--- src/verilog/lpm_regs.svh ---
// register offsets, field positions, reset values, drive levels and bus figures
`ifndef LPM_REGS_SVH
`define LPM_REGS_SVH
// ***********************************************************************
// register offsets
// ***********************************************************************
`define LPM_OFS_GLOBAL_CUR  8'h02
`define LPM_OFS_CONFIG      8'h04
`define LPM_OFS_MASK        8'h06
`define LPM_OFS_TEST        8'h07
`define LPM_OFS_SEG_FIRST   8'h12
`define LPM_OFS_SEG_LAST    8'h1f
// ***********************************************************************
// field positions
// ***********************************************************************
`define LPM_CFG_SEG_CUR_BIT 6
`define LPM_MASK_FLAG_BIT   7
`define LPM_TEST_ON_BIT     0
// ***********************************************************************
// reset values
// ***********************************************************************
`define LPM_RST_GLOBAL_CUR  8'h00
`define LPM_RST_CONFIG      8'h00
`define LPM_RST_MASK        7'h00
`define LPM_RST_TEST        8'h00
`define LPM_RST_SEG_CUR     8'h00
// ***********************************************************************
// drive levels and bus figures
// ***********************************************************************
`define LPM_LEVEL_FULL      5'h10
`define LPM_BITS_PER_BYTE   4'h8
`define LPM_DEV_ADDR        7'h40
`endif
--- src/verilog/lpm_pkg.sv ---
// types shared by the led port mask and test register bank
package lpm_pkg;
    // bus slave states, one-hot
    typedef enum logic [4:0] {
        LPM_ST_IDLE = 5'h01,
        LPM_ST_RX   = 5'h02,
        LPM_ST_ACK  = 5'h04,
        LPM_ST_TX   = 5'h08,
        LPM_ST_RACK = 5'h10
    } lpm_state_t;

    // which byte of a transfer is being received
    typedef enum logic [1:0] {
        LPM_ROLE_ADDR = 2'h0,
        LPM_ROLE_CMD  = 2'h1,
        LPM_ROLE_DATA = 2'h2
    } lpm_role_t;

    // whole state of the block
    typedef struct packed {
        logic             scl_m;
        logic             scl_s;
        logic             scl_p;
        logic             sda_m;
        logic             sda_s;
        logic             sda_p;
        logic [6:0]       prt_m;
        logic [6:0]       prt_s;
        logic [6:0]       prt_p;
        lpm_state_t       st;
        lpm_role_t        role;
        logic [3:0]       cnt;
        logic             rw;
        logic             acked;
        logic [7:0]       sh;
        logic [7:0]       ptr;
        logic             sda_oe;
        logic [7:0]       glob;
        logic [7:0]       cfg;
        logic [6:0]       mask;
        logic             flag;
        logic [7:0]       test;
        logic [13:0][7:0] seg;
        logic [27:0][4:0] drive;
    } lpm_state_s_t;
endpackage : lpm_pkg

--- src/verilog/lpm_bank.sv ---
// i2c register bank: transition mask, display test and segment currents
`timescale 1ns/1ns
`include "lpm_regs.svh"

// How it works
// - mask write keeps bits 6..0, ignores 7
// - mask read returns flag and mask
// - flag clears after it is read
// - test bit 0 selects display test
// - write lands at acknowledge rising edge
// - each segment off or 1..16 steps
// - config bit picks global or segment current
module lpm_bank #(
    parameter logic [6:0] DEV_ADDR = `LPM_DEV_ADDR
) (
    input  wire logic              mclk_i,
    input  wire logic              reset_n_i,
    input  wire logic              scl_i,
    input  wire logic              sda_i,
    output logic                   sda_o,
    output logic                   sda_oe_o,
    input  wire logic [6:0]        port_in_i,
    input  wire logic [27:0]       seg_on_i,
    output logic [27:0][4:0]       drive_level_increment_o,
    output logic                   test_mode_o,
    output logic                   change_flag_o
);
    // ***********************************************************************
    // register read decode
    // ***********************************************************************
    function automatic logic [7:0] rd_reg(input lpm_pkg::lpm_state_s_t s,
                                          input logic [7:0] a);
        logic [7:0] v;
        v = 8'h00;
        if (a == `LPM_OFS_GLOBAL_CUR) begin
            v = s.glob;
        end else if (a == `LPM_OFS_CONFIG) begin
            v = s.cfg;
        end else if (a == `LPM_OFS_MASK) begin
            v = {s.flag, s.mask};
        end else if (a == `LPM_OFS_TEST) begin
            v = s.test;
        end else if (a >= `LPM_OFS_SEG_FIRST && a <= `LPM_OFS_SEG_LAST) begin
            v = s.seg[4'(a - `LPM_OFS_SEG_FIRST)];
        end
        return v;
    endfunction

    lpm_pkg::lpm_state_s_t s_q;
    lpm_pkg::lpm_state_s_t s_d;
    logic                  scl_rise;
    logic                  scl_fall;
    logic                  start_seen;
    logic                  stop_seen;
    logic                  flag_set;
    logic                  flag_clr;
    logic [3:0]            nib;

    // ***********************************************************************
    // next state
    // ***********************************************************************
    always_comb begin
        s_d = s_q;
        flag_clr = 1'b0;
        nib = 4'h0;
        // bus and port pins pass two flops before anything looks at them; seg_on_i feeds the drive logic directly
        s_d.scl_m = scl_i;
        s_d.scl_s = s_q.scl_m;
        s_d.scl_p = s_q.scl_s;
        s_d.sda_m = sda_i;
        s_d.sda_s = s_q.sda_m;
        s_d.sda_p = s_q.sda_s;
        s_d.prt_m = port_in_i;
        s_d.prt_s = s_q.prt_m;
        s_d.prt_p = s_q.prt_s;
        scl_rise = s_q.scl_s & ~s_q.scl_p;
        scl_fall = ~s_q.scl_s & s_q.scl_p;
        start_seen = s_q.scl_s & s_q.scl_p & s_q.sda_p & ~s_q.sda_s;
        stop_seen = s_q.scl_s & s_q.scl_p & ~s_q.sda_p & s_q.sda_s;

        unique case (s_q.st)
            lpm_pkg::LPM_ST_IDLE: begin
                s_d.sda_oe = 1'b0;
            end
            lpm_pkg::LPM_ST_RX: begin
                if (scl_rise) begin
                    s_d.sh = {s_q.sh[6:0], s_q.sda_s};
                    s_d.cnt = s_q.cnt + 4'h1;
                end else if (scl_fall && s_q.cnt == `LPM_BITS_PER_BYTE) begin
                    s_d.cnt = 4'h0;
                    if (s_q.role != lpm_pkg::LPM_ROLE_ADDR ||
                        s_q.sh[7:1] == DEV_ADDR) begin
                        s_d.st = lpm_pkg::LPM_ST_ACK;
                        s_d.sda_oe = 1'b1;
                        if (s_q.role == lpm_pkg::LPM_ROLE_ADDR) begin
                            s_d.rw = s_q.sh[0];
                        end
                    end else begin
                        // not our address: stay off the bus until next start
                        s_d.st = lpm_pkg::LPM_ST_IDLE;
                    end
                end
            end
            lpm_pkg::LPM_ST_ACK: begin
                if (scl_rise) begin
                    if (s_q.role == lpm_pkg::LPM_ROLE_CMD) begin
                        s_d.ptr = s_q.sh;
                    end else if (s_q.role == lpm_pkg::LPM_ROLE_DATA) begin
                        s_d.ptr = s_q.ptr + 8'h01;
                        if (s_q.ptr == `LPM_OFS_GLOBAL_CUR) begin
                            s_d.glob = s_q.sh;
                        end else if (s_q.ptr == `LPM_OFS_CONFIG) begin
                            s_d.cfg = s_q.sh;
                        end else if (s_q.ptr == `LPM_OFS_MASK) begin
                            s_d.mask = s_q.sh[6:0];
                        end else if (s_q.ptr == `LPM_OFS_TEST) begin
                            s_d.test = s_q.sh;
                        end else if (s_q.ptr >= `LPM_OFS_SEG_FIRST &&
                                     s_q.ptr <= `LPM_OFS_SEG_LAST) begin
                            s_d.seg[4'(s_q.ptr - `LPM_OFS_SEG_FIRST)] = s_q.sh;
                        end
                    end
                end else if (scl_fall) begin
                    if (s_q.role == lpm_pkg::LPM_ROLE_ADDR && s_q.rw) begin
                        // first read byte goes out on this fall
                        s_d.st = lpm_pkg::LPM_ST_TX;
                        s_d.sh = rd_reg(s_q, s_q.ptr);
                        s_d.sda_oe = ~s_d.sh[7];
                    end else begin
                        s_d.st = lpm_pkg::LPM_ST_RX;
                        s_d.sda_oe = 1'b0;
                        if (s_q.role == lpm_pkg::LPM_ROLE_ADDR) begin
                            s_d.role = lpm_pkg::LPM_ROLE_CMD;
                        end else begin
                            s_d.role = lpm_pkg::LPM_ROLE_DATA;
                        end
                    end
                end
            end
            lpm_pkg::LPM_ST_TX: begin
                if (scl_rise) begin
                    s_d.cnt = s_q.cnt + 4'h1;
                end else if (scl_fall) begin
                    if (s_q.cnt == `LPM_BITS_PER_BYTE) begin
                        s_d.cnt = 4'h0;
                        s_d.sda_oe = 1'b0;
                        s_d.st = lpm_pkg::LPM_ST_RACK;
                    end else begin
                        s_d.sh = {s_q.sh[6:0], 1'b0};
                        s_d.sda_oe = ~s_q.sh[6];
                    end
                end
            end
            lpm_pkg::LPM_ST_RACK: begin
                if (scl_rise) begin
                    s_d.acked = ~s_q.sda_s;
                    s_d.ptr = s_q.ptr + 8'h01;
                    flag_clr = (s_q.ptr == `LPM_OFS_MASK);
                end else if (scl_fall) begin
                    if (s_q.acked) begin
                        s_d.st = lpm_pkg::LPM_ST_TX;
                        s_d.sh = rd_reg(s_q, s_q.ptr);
                        s_d.sda_oe = ~s_d.sh[7];
                    end else begin
                        s_d.st = lpm_pkg::LPM_ST_IDLE;
                    end
                end
            end
            default: begin
                s_d.st = lpm_pkg::LPM_ST_IDLE;
                s_d.sda_oe = 1'b0;
            end
        endcase

        // start and stop override any byte in progress
        if (start_seen) begin
            s_d.st = lpm_pkg::LPM_ST_RX;
            s_d.role = lpm_pkg::LPM_ROLE_ADDR;
            s_d.cnt = 4'h0;
            s_d.sda_oe = 1'b0;
        end else if (stop_seen) begin
            s_d.st = lpm_pkg::LPM_ST_IDLE;
            s_d.sda_oe = 1'b0;
        end

        // a change in the clearing cycle still sets the flag
        flag_set = |((s_q.prt_s ^ s_q.prt_p) & s_q.mask);
        s_d.flag = flag_set | (s_q.flag & ~flag_clr);

        // per segment level, registered so the outputs come from flops
        for (int i = 0; i < 28; i++) begin
            if (s_q.cfg[`LPM_CFG_SEG_CUR_BIT]) begin
                nib = i[0] ? s_q.seg[i/2][7:4] : s_q.seg[i/2][3:0];
            end else begin
                nib = s_q.glob[3:0];
            end
            // test lights all at full scale
            if (s_q.test[`LPM_TEST_ON_BIT]) begin
                s_d.drive[i] = `LPM_LEVEL_FULL;
            // off or one of sixteen steps
            end else if (seg_on_i[i]) begin
                s_d.drive[i] = {1'b0, nib} + 5'h01;
            end else begin
                s_d.drive[i] = 5'h00;
            end
        end
    end

    // ***********************************************************************
    // state register
    // ***********************************************************************
    always_ff @(posedge mclk_i) begin
        if (!reset_n_i) begin
            s_q <= '0;
            s_q.scl_m <= 1'b1;
            s_q.scl_s <= 1'b1;
            s_q.scl_p <= 1'b1;
            s_q.sda_m <= 1'b1;
            s_q.sda_s <= 1'b1;
            s_q.sda_p <= 1'b1;
            s_q.st <= lpm_pkg::LPM_ST_IDLE;
            s_q.role <= lpm_pkg::LPM_ROLE_ADDR;
            s_q.glob <= `LPM_RST_GLOBAL_CUR;
            s_q.cfg <= `LPM_RST_CONFIG;
            s_q.mask <= `LPM_RST_MASK;
            s_q.test <= `LPM_RST_TEST;
            s_q.seg <= {14{`LPM_RST_SEG_CUR}};
        end else begin
            s_q <= s_d;
        end
    end

    // open drain: only ever pulls low
    assign sda_o = 1'b0;
    assign sda_oe_o = s_q.sda_oe;
    assign drive_level_increment_o = s_q.drive;
    assign test_mode_o = s_q.test[`LPM_TEST_ON_BIT];
    assign change_flag_o = s_q.flag;

endmodule // lpm_bank

--- config.mk ---
export PLATFORM = sky130hd
export DESIGN_NAME = lpm_bank
export DESIGN_NICKNAME = d
export VERILOG_FILES = /design/src/verilog/lpm_pkg.sv /design/src/verilog/lpm_bank.sv
export VERILOG_INCLUDE_DIRS = /design/src /design/src/verilog
export SDC_FILE = /design/constraint.sdc
export NUM_CORES = 1
export LEC_CHECK = 0
export ABC_CLOCK_PERIOD_IN_PS = 7200
export BUFFER_PORTS_ARGS = -buffer_cell sky130_fd_sc_hd__buf_2
export CAP_MARGIN = 10
export CORE_MARGIN = 1.5
export CORE_UTILIZATION = 60
export CTS_CLUSTER_DIAMETER = 60
export DETAILED_ROUTE_END_ITERATION = 10
export PLACE_DENSITY = 0.81
export SYNTH_ARGS = -nofsm -noshare
export SYNTH_HDL_FRONTEND = slang
export SYNTH_SLANG_ARGS = --single-unit
--- constraint.sdc ---
create_clock -name mclk_i -period 7.2 [get_ports mclk_i]
set_input_delay 0.36 -clock mclk_i [delete_from_list [all_inputs] [get_ports mclk_i]]
set_output_delay 0.36 -clock mclk_i [all_outputs]
set_load 0.05 [all_outputs]
==> run summary, run 1 <==
Crit. End Element -> register
share of cells above drive strength 1 -> 16.0%
part of the Yosys area used for sequential elements -> 41.2%
CTS Buf Count -> 36
dominant synthesized flop cell -> dfxtp_1
most frequent cell after synthesis -> nand2_1
All-Layer GR Usage -> 27.6%
PwrDens -> 226 nW/um2
number of max-cap violations -> 0
M3 GR Usage -> 5.34%
Initial DRT Pass Iterations -> 6
Critical Path Fanout Max -> 22
flops & latches, synth -> 341
Synth Cell Area -> 16600 um2
Post-Route WL -> 40400 um
FFs w/ async S/R, synth -> 0%
initial antenna violation count -> 0
Setup Crit Path Kind -> register to register
Max Fclk -> 0.283 GHz
fin area -> 17700 um2
skew final -> 26.7 ps
CTS Root Cell -> clkbuf_16
Yosys top cell by area -> dfxtp_1
hold path cells -> 2
num rows -> 60
Die Y -> 169 um
Die Width -> 169 um
Die ar. -> 28600 um2
Syn Inst Count -> 1971
Hold WC Path Type -> input port to register
Cell Area, Placed -> 16500 um2
DR vias -> 13489
Clk Latency, worst-skew pair -> 530 ps
Non-Filler Instances -> 2307
CTS tree -> built
nets -> 2020
Layout area overhead -> 7.14%
Worst VDD drop -> 0.000221 V
Slew headroom -> 16.7%
Hold Violations, Final -> 0
Post-CTS Setup Repair Bufs -> 0
core area -> 27000 um2
Pins Over Slew Limit -> 0
r2r setup slk -> 3670 ps
via/cell ratio -> 5.85
post-route ant nets -> 0
top post-synthesis cells by area -> dfxtp_1, nand2_1, buf_4, xor2_1, nor2_1
CTS Sinks -> 341
I/O pin total -> 183
Initial Util -> 61.3%
Worst Max-Slew Pin Slew -> 1250 ps
Post-synth EDFFs -> 0
final setup vio count -> 0
# DRC -> 0
synthesized area per cell -> 8.40 um2
1st-iter DRT viols -> 1255
vias in the first global route -> 12263
RSZ-0062 raised after global routing -> no
gr ovfl total -> 0
ant diodes -> 0
placed cell count -> 2242
R2R depth -> 5
WP data required -> 7620 ps
largest net degree at the start of global routing -> 119
post-synth net total -> 2052
post-placement setup slack -> 3720 ps
Reg clk slew, reported paths -> 60 ps
Tcrit/Tclk final -> 49.1%
GR Util met1 -> 36.1%
Synth cell types -> 64
outcome -> finished clean
DP HPWL -> 27000 um
setup TNS -> 0 ps
Hold Buf Count CTS -> 0
CTS HTree Levels -> 2
yosys warns -> 0
Hold WS -> 28.1 ps
Synth top area share -> 41.2%
RD Place Congestion -> 0.946
critical path startpoint category -> register
Critical Path AT -> 3950 ps
wire per inst -> 17.5 um
synth cell count leaders -> nand2_1, dfxtp_1, nor2_1
GRT busiest layer -> met2
grt met2 use -> 45.4%
Final Critical Period -> 3530 ps
CTS resizes -> 0
I/O Buffers -> 181
CTS max path bufs -> 3
Pleak -> 7.37 nW
first-pass GRT wire length -> 63700 um
setup ws final -> 3670 ps
## where the power goes
group          switching [W]  internal (W)  total [W]
registers         0.00000845       0.00190    0.00191
logic              0.0000849     0.0000401   0.000125
clock network       0.000765       0.00120    0.00197
total               0.000858       0.00315    0.00400
## final cells by class
| type | count | area (um2) |
|---|---|---|
| Clock buffer | 47 | 1040 |
| Clock inverter | 18 | 241 |
| Timing Repair Buffer | 199 | 1040 |
| Inverter | 13 | 48.8 |
| Sequential cell | 341 | 6830 |
| Tap cell | 341 | 427 |
| Multi-Input combinational cell | 1348 | 8120 |
| Fill cell | 2154 | 9280 |
## cells by family (layout without fill, tap and decap cells)
group	count (synthesis)	count (layout)	synth area share, %
mux	68	68	5.98
compound gates	348	348	13.9
xor+xnor	65	65	3.44
flops	341	341	41.2
other cells	1	1	0.0226
buf+inv	282	277	9.89
fa+ha+maj	42	42	3.17
simple gates	824	824	22.4
## per-stage QoR
stage / utilization [%] / power (W)
after floorplan: - / 0.00206
after global placement: 60.9 / 0.00208
after detailed placement: 60.9 / 0.00208
after CTS: 65.7 / 0.00402
after global routing: 65.7 / 0.00411
final: 65.7 / 0.00400
## cells in the final DEF, fill, tap and decap left out, types with 19 or more instances in the layout
| cell | instances |
|---|---|
| nand3_1 | 38 |
| nand2_1 | 442 |
| nor2b_1 | 39 |
| and2_1 | 36 |
| nor3_1 | 37 |
| mux4_2 | 24 |
| o21a_1 | 30 |
| and3_1 | 35 |
| nor2_1 | 145 |
| a21boi_1 | 50 |
| a21oi_1 | 96 |
| clkbuf_16 | 39 |
| mux2i_1 | 36 |
| ha_1 | 42 |
| buf_2 | 180 |
| dfxtp_1 | 339 |
| xor2_1 | 63 |
| buf_4 | 19 |
| a21boi_0 | 64 |
| o21ai_0 | 32 |
## path summary, 6_finish.rpt
| check | to | startpoint |
|---|---|---|
| setup / recovery | s_q[257]$_SDFFE_PN0P_ | s_q[285]$_SDFFE_PN0P_ |
| hold / removal | s_d[336]$_SDFF_PN1_ | sda_i |
| setup reg to reg | s_q[257]$_SDFFE_PN0P_ | s_q[285]$_SDFFE_PN0P_ |
| hold reg to reg | s_d[338]$_SDFF_PN1_ | s_d[339]$_SDFF_PN1_ |
## sequential cells by signal, indices dropped and copies added (netlist names)
register and cells:
test_mode_o 1, change_flag_o 1, sda_oe_o 1, s_d 18, drive_level_increment_o 140, s_q 180
## layer usage
| layer | up-vias | part of all wire, % |
|---|---|---|
| met2 | 682 | 46 |
| li1 | 6389 | - |
| met1 | 6308 | 41 |
| met3 | 110 | 9.4 |
| met5 | - | 0 |
| met4 | 0 | 3.5 |
## critical path, stage by stage (launching register included)
cell	delay, ps
dfxtp_1	930
buf_4	410
ha_1	710
nor4b_2	1020
mux2i_1	290
nor2b_1	60
No activity file was read; power rests on OpenSTA's default activity.
==> run 2: changes to the inputs <==
Settings changed: ABC_CLOCK_PERIOD_IN_PS 7200 to 3300, CORE_UTILIZATION 60 to 59, PLACE_DENSITY 0.81 to 0.8.
Clock period 7.2 ns to 3.3 ns, I/O delays scaled along.
==> run summary, run 2 (synthesized netlist as in run 1, its figures left out) <==
Max Fclk -> 0.352 GHz
Slew headroom -> 14.4%
CTS Root Cell -> clkbuf_16
Hold WS -> 159 ps
largest reg by FF count -> s_q
first-pass GRT wire length -> 66200 um
Worst Max-Slew Pin Slew -> 1280 ps
Post-Route WL -> 42100 um
DR vias -> 13585
critical path startpoint category -> register
CTS tree -> built
Post-CTS Setup Repair Bufs -> 0
nets -> 2073
number of max-cap violations -> 0
Die Y -> 171 um
Core Util, Final -> 65.9%
Die ar. -> 29100 um2
ant diodes -> 0
Crit. End Element -> register
Non-Filler Instances -> 2395
final setup vio count -> 0
1st-iter DRT viols -> 1192
PwrDens -> 470 nW/um2
Worst VDD drop -> 0.000335 V
worst-path cell chain -> or3_4 -> or4_4 -> nor3_4 -> and2_1 -> nand2_1 -> a21boi_1
outcome -> finished clean
# DRC -> 0
highest-count cells in the layout ignoring fill and taps -> nand2_1, dfxtp_1, buf_2
Largest register FFs -> 180
CTS resizes -> 0
initial antenna violation count -> 0
Slowest cell on crit path -> or4_4
I/O Buffers -> 181
gr ovfl total -> 0
CTS HTree Levels -> 2
most common cell after layout, fill and taps aside -> nand2_1
CP peak stage delay -> 690 ps
Final Critical Period -> 2840 ps
CTS Sinks -> 341
RD Place Congestion -> 0.913
Setup Crit Path Kind -> register to register
Tcrit/Tclk final -> 86.1%
area of the multi-input gates -> 8130 um2
core area -> 27700 um2
DP HPWL -> 27100 um
Pins Over Slew Limit -> 0
share of cells above drive strength 1 -> 16.0%
skew final -> 17.8 ps
wire per inst -> 17.6 um
num rows -> 61
RSZ-0062 raised after global routing -> no
via/cell ratio -> 5.67
post-route ant nets -> 0
vias in the first global route -> 12905
Pleak -> 7.57 nW
I/O pin total -> 183
Clk Latency, worst-skew pair -> 520 ps
Fill cells -> 2247
Storage cell area -> 6830 um2
Initial DRT Pass Iterations -> 7
Critical Path AT -> 3290 ps
placed cell count -> 2293
Hold Violations, Final -> 0
Hold WC Path Type -> input port to register
largest net degree at the start of global routing -> 222
Critical Path Fanout Max -> 14
All-Layer GR Usage -> 28.6%
Initial Util -> 59.8%
Reg clk slew, reported paths -> 60 ps
Layout area overhead -> 10.2%
WP data required -> 3750 ps
setup TNS -> 0 ps
CTS max path bufs -> 3
Power Total -> 0.00857 W
CTS Buf Count -> 37
Die Width -> 171 um
Hold Buf Count CTS -> 37
run 2: per-layer routing:
metal / vias to the layer above / global-route usage [%] / share of wire (%)
met5: - / 0 / 0
met4: 0 / 12.3 / 3.2
met3: 91 / 3.96 / 7.9
met2: 592 / 49.3 / 49
met1: 6403 / 35.9 / 40
li1: 6499 / - / -
run 2: power breakdown:
part / leakage [nW] / switching (W) / internal, W / total (W)
logic: 4.22 / 0.000196 / 0.000121 / 0.000317
registers: 2.76 / 0.0000182 / 0.00415 / 0.00417
clock network: 0.591 / 0.00162 / 0.00246 / 0.00408
total: 7.57 / 0.00184 / 0.00673 / 0.00857
run 2: through the flow:
| step | worst slack [ps] | area (um2) |
|---|---|---|
| after floorplan | 133 | 16600 |
| after global placement | 582 | 16700 |
| after detailed placement | 520 | 16700 |
| after CTS | 484 | 18200 |
| after global routing | 292 | 18200 |
| final | 459 | 18200 |
run 2: path summary, 6_finish.rpt:
| check | to | cells after the start | slack, ps | startpoint |
|---|---|---|---|---|
| worst min-delay path | s_d[335]$_SDFF_PN1_ | 3 | 160 | reset_n_i |
| worst max register to register | s_q[180]$_SDFFE_PN0P_ | 6 | 460 | s_q[310]$_SDFFE_PN0P_ |
| worst max-delay path | s_q[180]$_SDFFE_PN0P_ | 6 | 460 | s_q[310]$_SDFFE_PN0P_ |
| worst min register to register | s_d[335]$_SDFF_PN1_ | 1 | 410 | s_d[336]$_SDFF_PN1_ |
run 2: cell type report:
class | count | area share, %
inverters | 13 | 0.267
clock inverters | 8 | 0.549
clock buffers | 56 | 6.03
multi-input cells | 1348 | 44.5
flip-flops and latches | 341 | 37.4
repair buffers | 251 | 8.57
well taps | 378 | 2.59
run 2: critical path, delay by kind of cell, from the launching register on:
| family | cells | cell delay (ps) |
|---|---|---|
| compound gates | 1 | 190 |
| flops | 1 | 400 |
| simple gates | 5 | 2170 |
==> run 3: changes to the inputs <==
Settings changed: CORE_ASPECT_RATIO set to 1.75.
==> run summary, run 3 (synthesized netlist as in run 1, its figures left out) <==
Initial DRT Pass Iterations -> 6
Clk Latency, worst-skew pair -> 570 ps
Reg-to-Reg End -> s_q[230]$_SDFFE_PN0P_
share of cells above drive strength 1 -> 16.2%
RSZ-0062 raised after global routing -> no
Layout area overhead -> 9.96%
Die ar. -> 29100 um2
highest-count cells in the layout ignoring fill and taps -> nand2_1, dfxtp_1, buf_2
Hold WC Path Type -> input port to register
Tcrit/Tclk final -> 85.4%
area of the multi-input gates -> 8120 um2
Critical Path AT -> 3310 ps
r2r setup slk -> 480 ps
number of max-cap violations -> 0
Setup Crit Path Kind -> register to register
# DRC -> 0
CTS Root Cell -> clkbuf_16
core area -> 27800 um2
Crit. End Element -> register
Worst VDD drop -> 0.000467 V
CTS max path bufs -> 3
largest net degree at the start of global routing -> 124
Reg clk slew, reported paths -> 70 ps
final setup vio count -> 0
CTS tree -> built
Pleak -> 7.56 nW
DR vias -> 13590
Met2 Routed Length -> 22300 um
hold_sp -> sda_i
Initial Util -> 59.6%
first-pass GRT wire length -> 66700 um
I/O Buffers -> 181
placed cell count -> 2290
vias in the first global route -> 13365
skew final -> 17.2 ps
outcome -> finished clean
ant diodes -> 0
Final Critical Period -> 2820 ps
Fill cells -> 2305
Power Total -> 0.00862 W
RR Startpoint -> s_q[310]$_SDFFE_PN0P_
gr ovfl total -> 0
largest reg by FF count -> s_q
Critical Path Fanout Max -> 14
setup ws final -> 482 ps
Hold Violations, Final -> 0
Non-Filler Instances -> 2384
WHS Endpoint -> s_d[336]$_SDFF_PN1_
met3 WL -> 2460 um
Post-CTS Setup Repair Bufs -> 0
Storage cell area -> 6830 um2
Die Width -> 130 um
RD Place Congestion -> 0.938
DP HPWL -> 29400 um
PwrDens -> 473 nW/um2
Slew headroom -> 18.0%
hold path cells -> 3
most common cell after layout, fill and taps aside -> nand2_1
via/cell ratio -> 5.70
max layer used -> met4
1st-iter DRT viols -> 1185
CTS Buf Count -> 30
wire per inst -> 17.8 um
post-placement setup slack -> 538 ps
Worst Max-Slew Pin Slew -> 1230 ps
All-Layer GR Usage -> 28.9%
Max Fclk -> 0.355 GHz
num rows -> 81
WP data required -> 3790 ps
Core Util, Final -> 65.6%
I/O pin total -> 183
Largest register FFs -> 180
CTS HTree Levels -> 1
initial antenna violation count -> 0
R2R depth -> 6
post-route ant nets -> 0
Post-Route WL -> 42400 um
met1 wire length -> 15100 um
critical path startpoint category -> register
setup TNS -> 0 ps
Die Y -> 225 um
CTS Sinks -> 341
nets -> 2068
Pins Over Slew Limit -> 0
[run 3: metal layers]
layer  track usage, %  vias up
li1                 -     6483
met1             30.6     6391
met2             53.1      551
met3             3.40      165
met4             18.4        0
met5                0        -
[run 3: area by class of cell]
type | count | share of cell area [%]
well taps | 373 | 2.56
repair buffers | 253 | 8.55
multi-input cells | 1348 | 44.6
clock buffers | 35 | 4.51
inverters | 13 | 0.268
clock inverters | 21 | 2.03
flip-flops and latches | 341 | 37.5
[run 3: worst max-delay path by stage]
stage	slack, ps	startpoint	to	cells past startpoint
2_1_floorplan	130	s_q[285]$_SDFFE_PN0P_	s_q[296]$_SDFFE_PN0P_	13
3_3_place_gp	590	s_q[310]$_SDFFE_PN0P_	s_q[228]$_SDFFE_PN0P_	6
3_5_place_dp	540	s_q[310]$_SDFFE_PN0P_	s_q[230]$_SDFFE_PN0P_	6
4_1_cts	520	s_q[310]$_SDFFE_PN0P_	s_q[230]$_SDFFE_PN0P_	6
5_1_grt	370	s_q[310]$_SDFFE_PN0P_	s_q[230]$_SDFFE_PN0P_	6
6_report	480	s_q[310]$_SDFFE_PN0P_	s_q[230]$_SDFFE_PN0P_	6
[run 3: power breakdown]
group,internal [W],switching (W)
clock network,0.00252,0.00162
logic,0.000118,0.000197
registers,0.00415,0.0000195
total,0.00678,0.00184
[run 3: worst max-delay path, cell delays in order, from the launching register on]
cell      delay [ps]
dfxtp_1          400
or3_4            460
or4_4            670
nor3_4           560
and2_1           360
nand2_1           90
a21boi_1         180
[run 3: through the flow]
step / hold WS (ps) / instance area (um2)
after floorplan: 266 / 16600
after global placement: 349 / 16600
after detailed placement: 351 / 16600
after CTS: 295 / 18200
after global routing: 309 / 18200
final: 309 / 18200
[run 3: repair_timing]
| action | 4_1_cts | 5_1_grt |
|---|---|---|
| hold buffers | 38 | 0 |
| gates resized for setup | 0 | 0 |
| hold endpoints to repair | 141 | 0 |
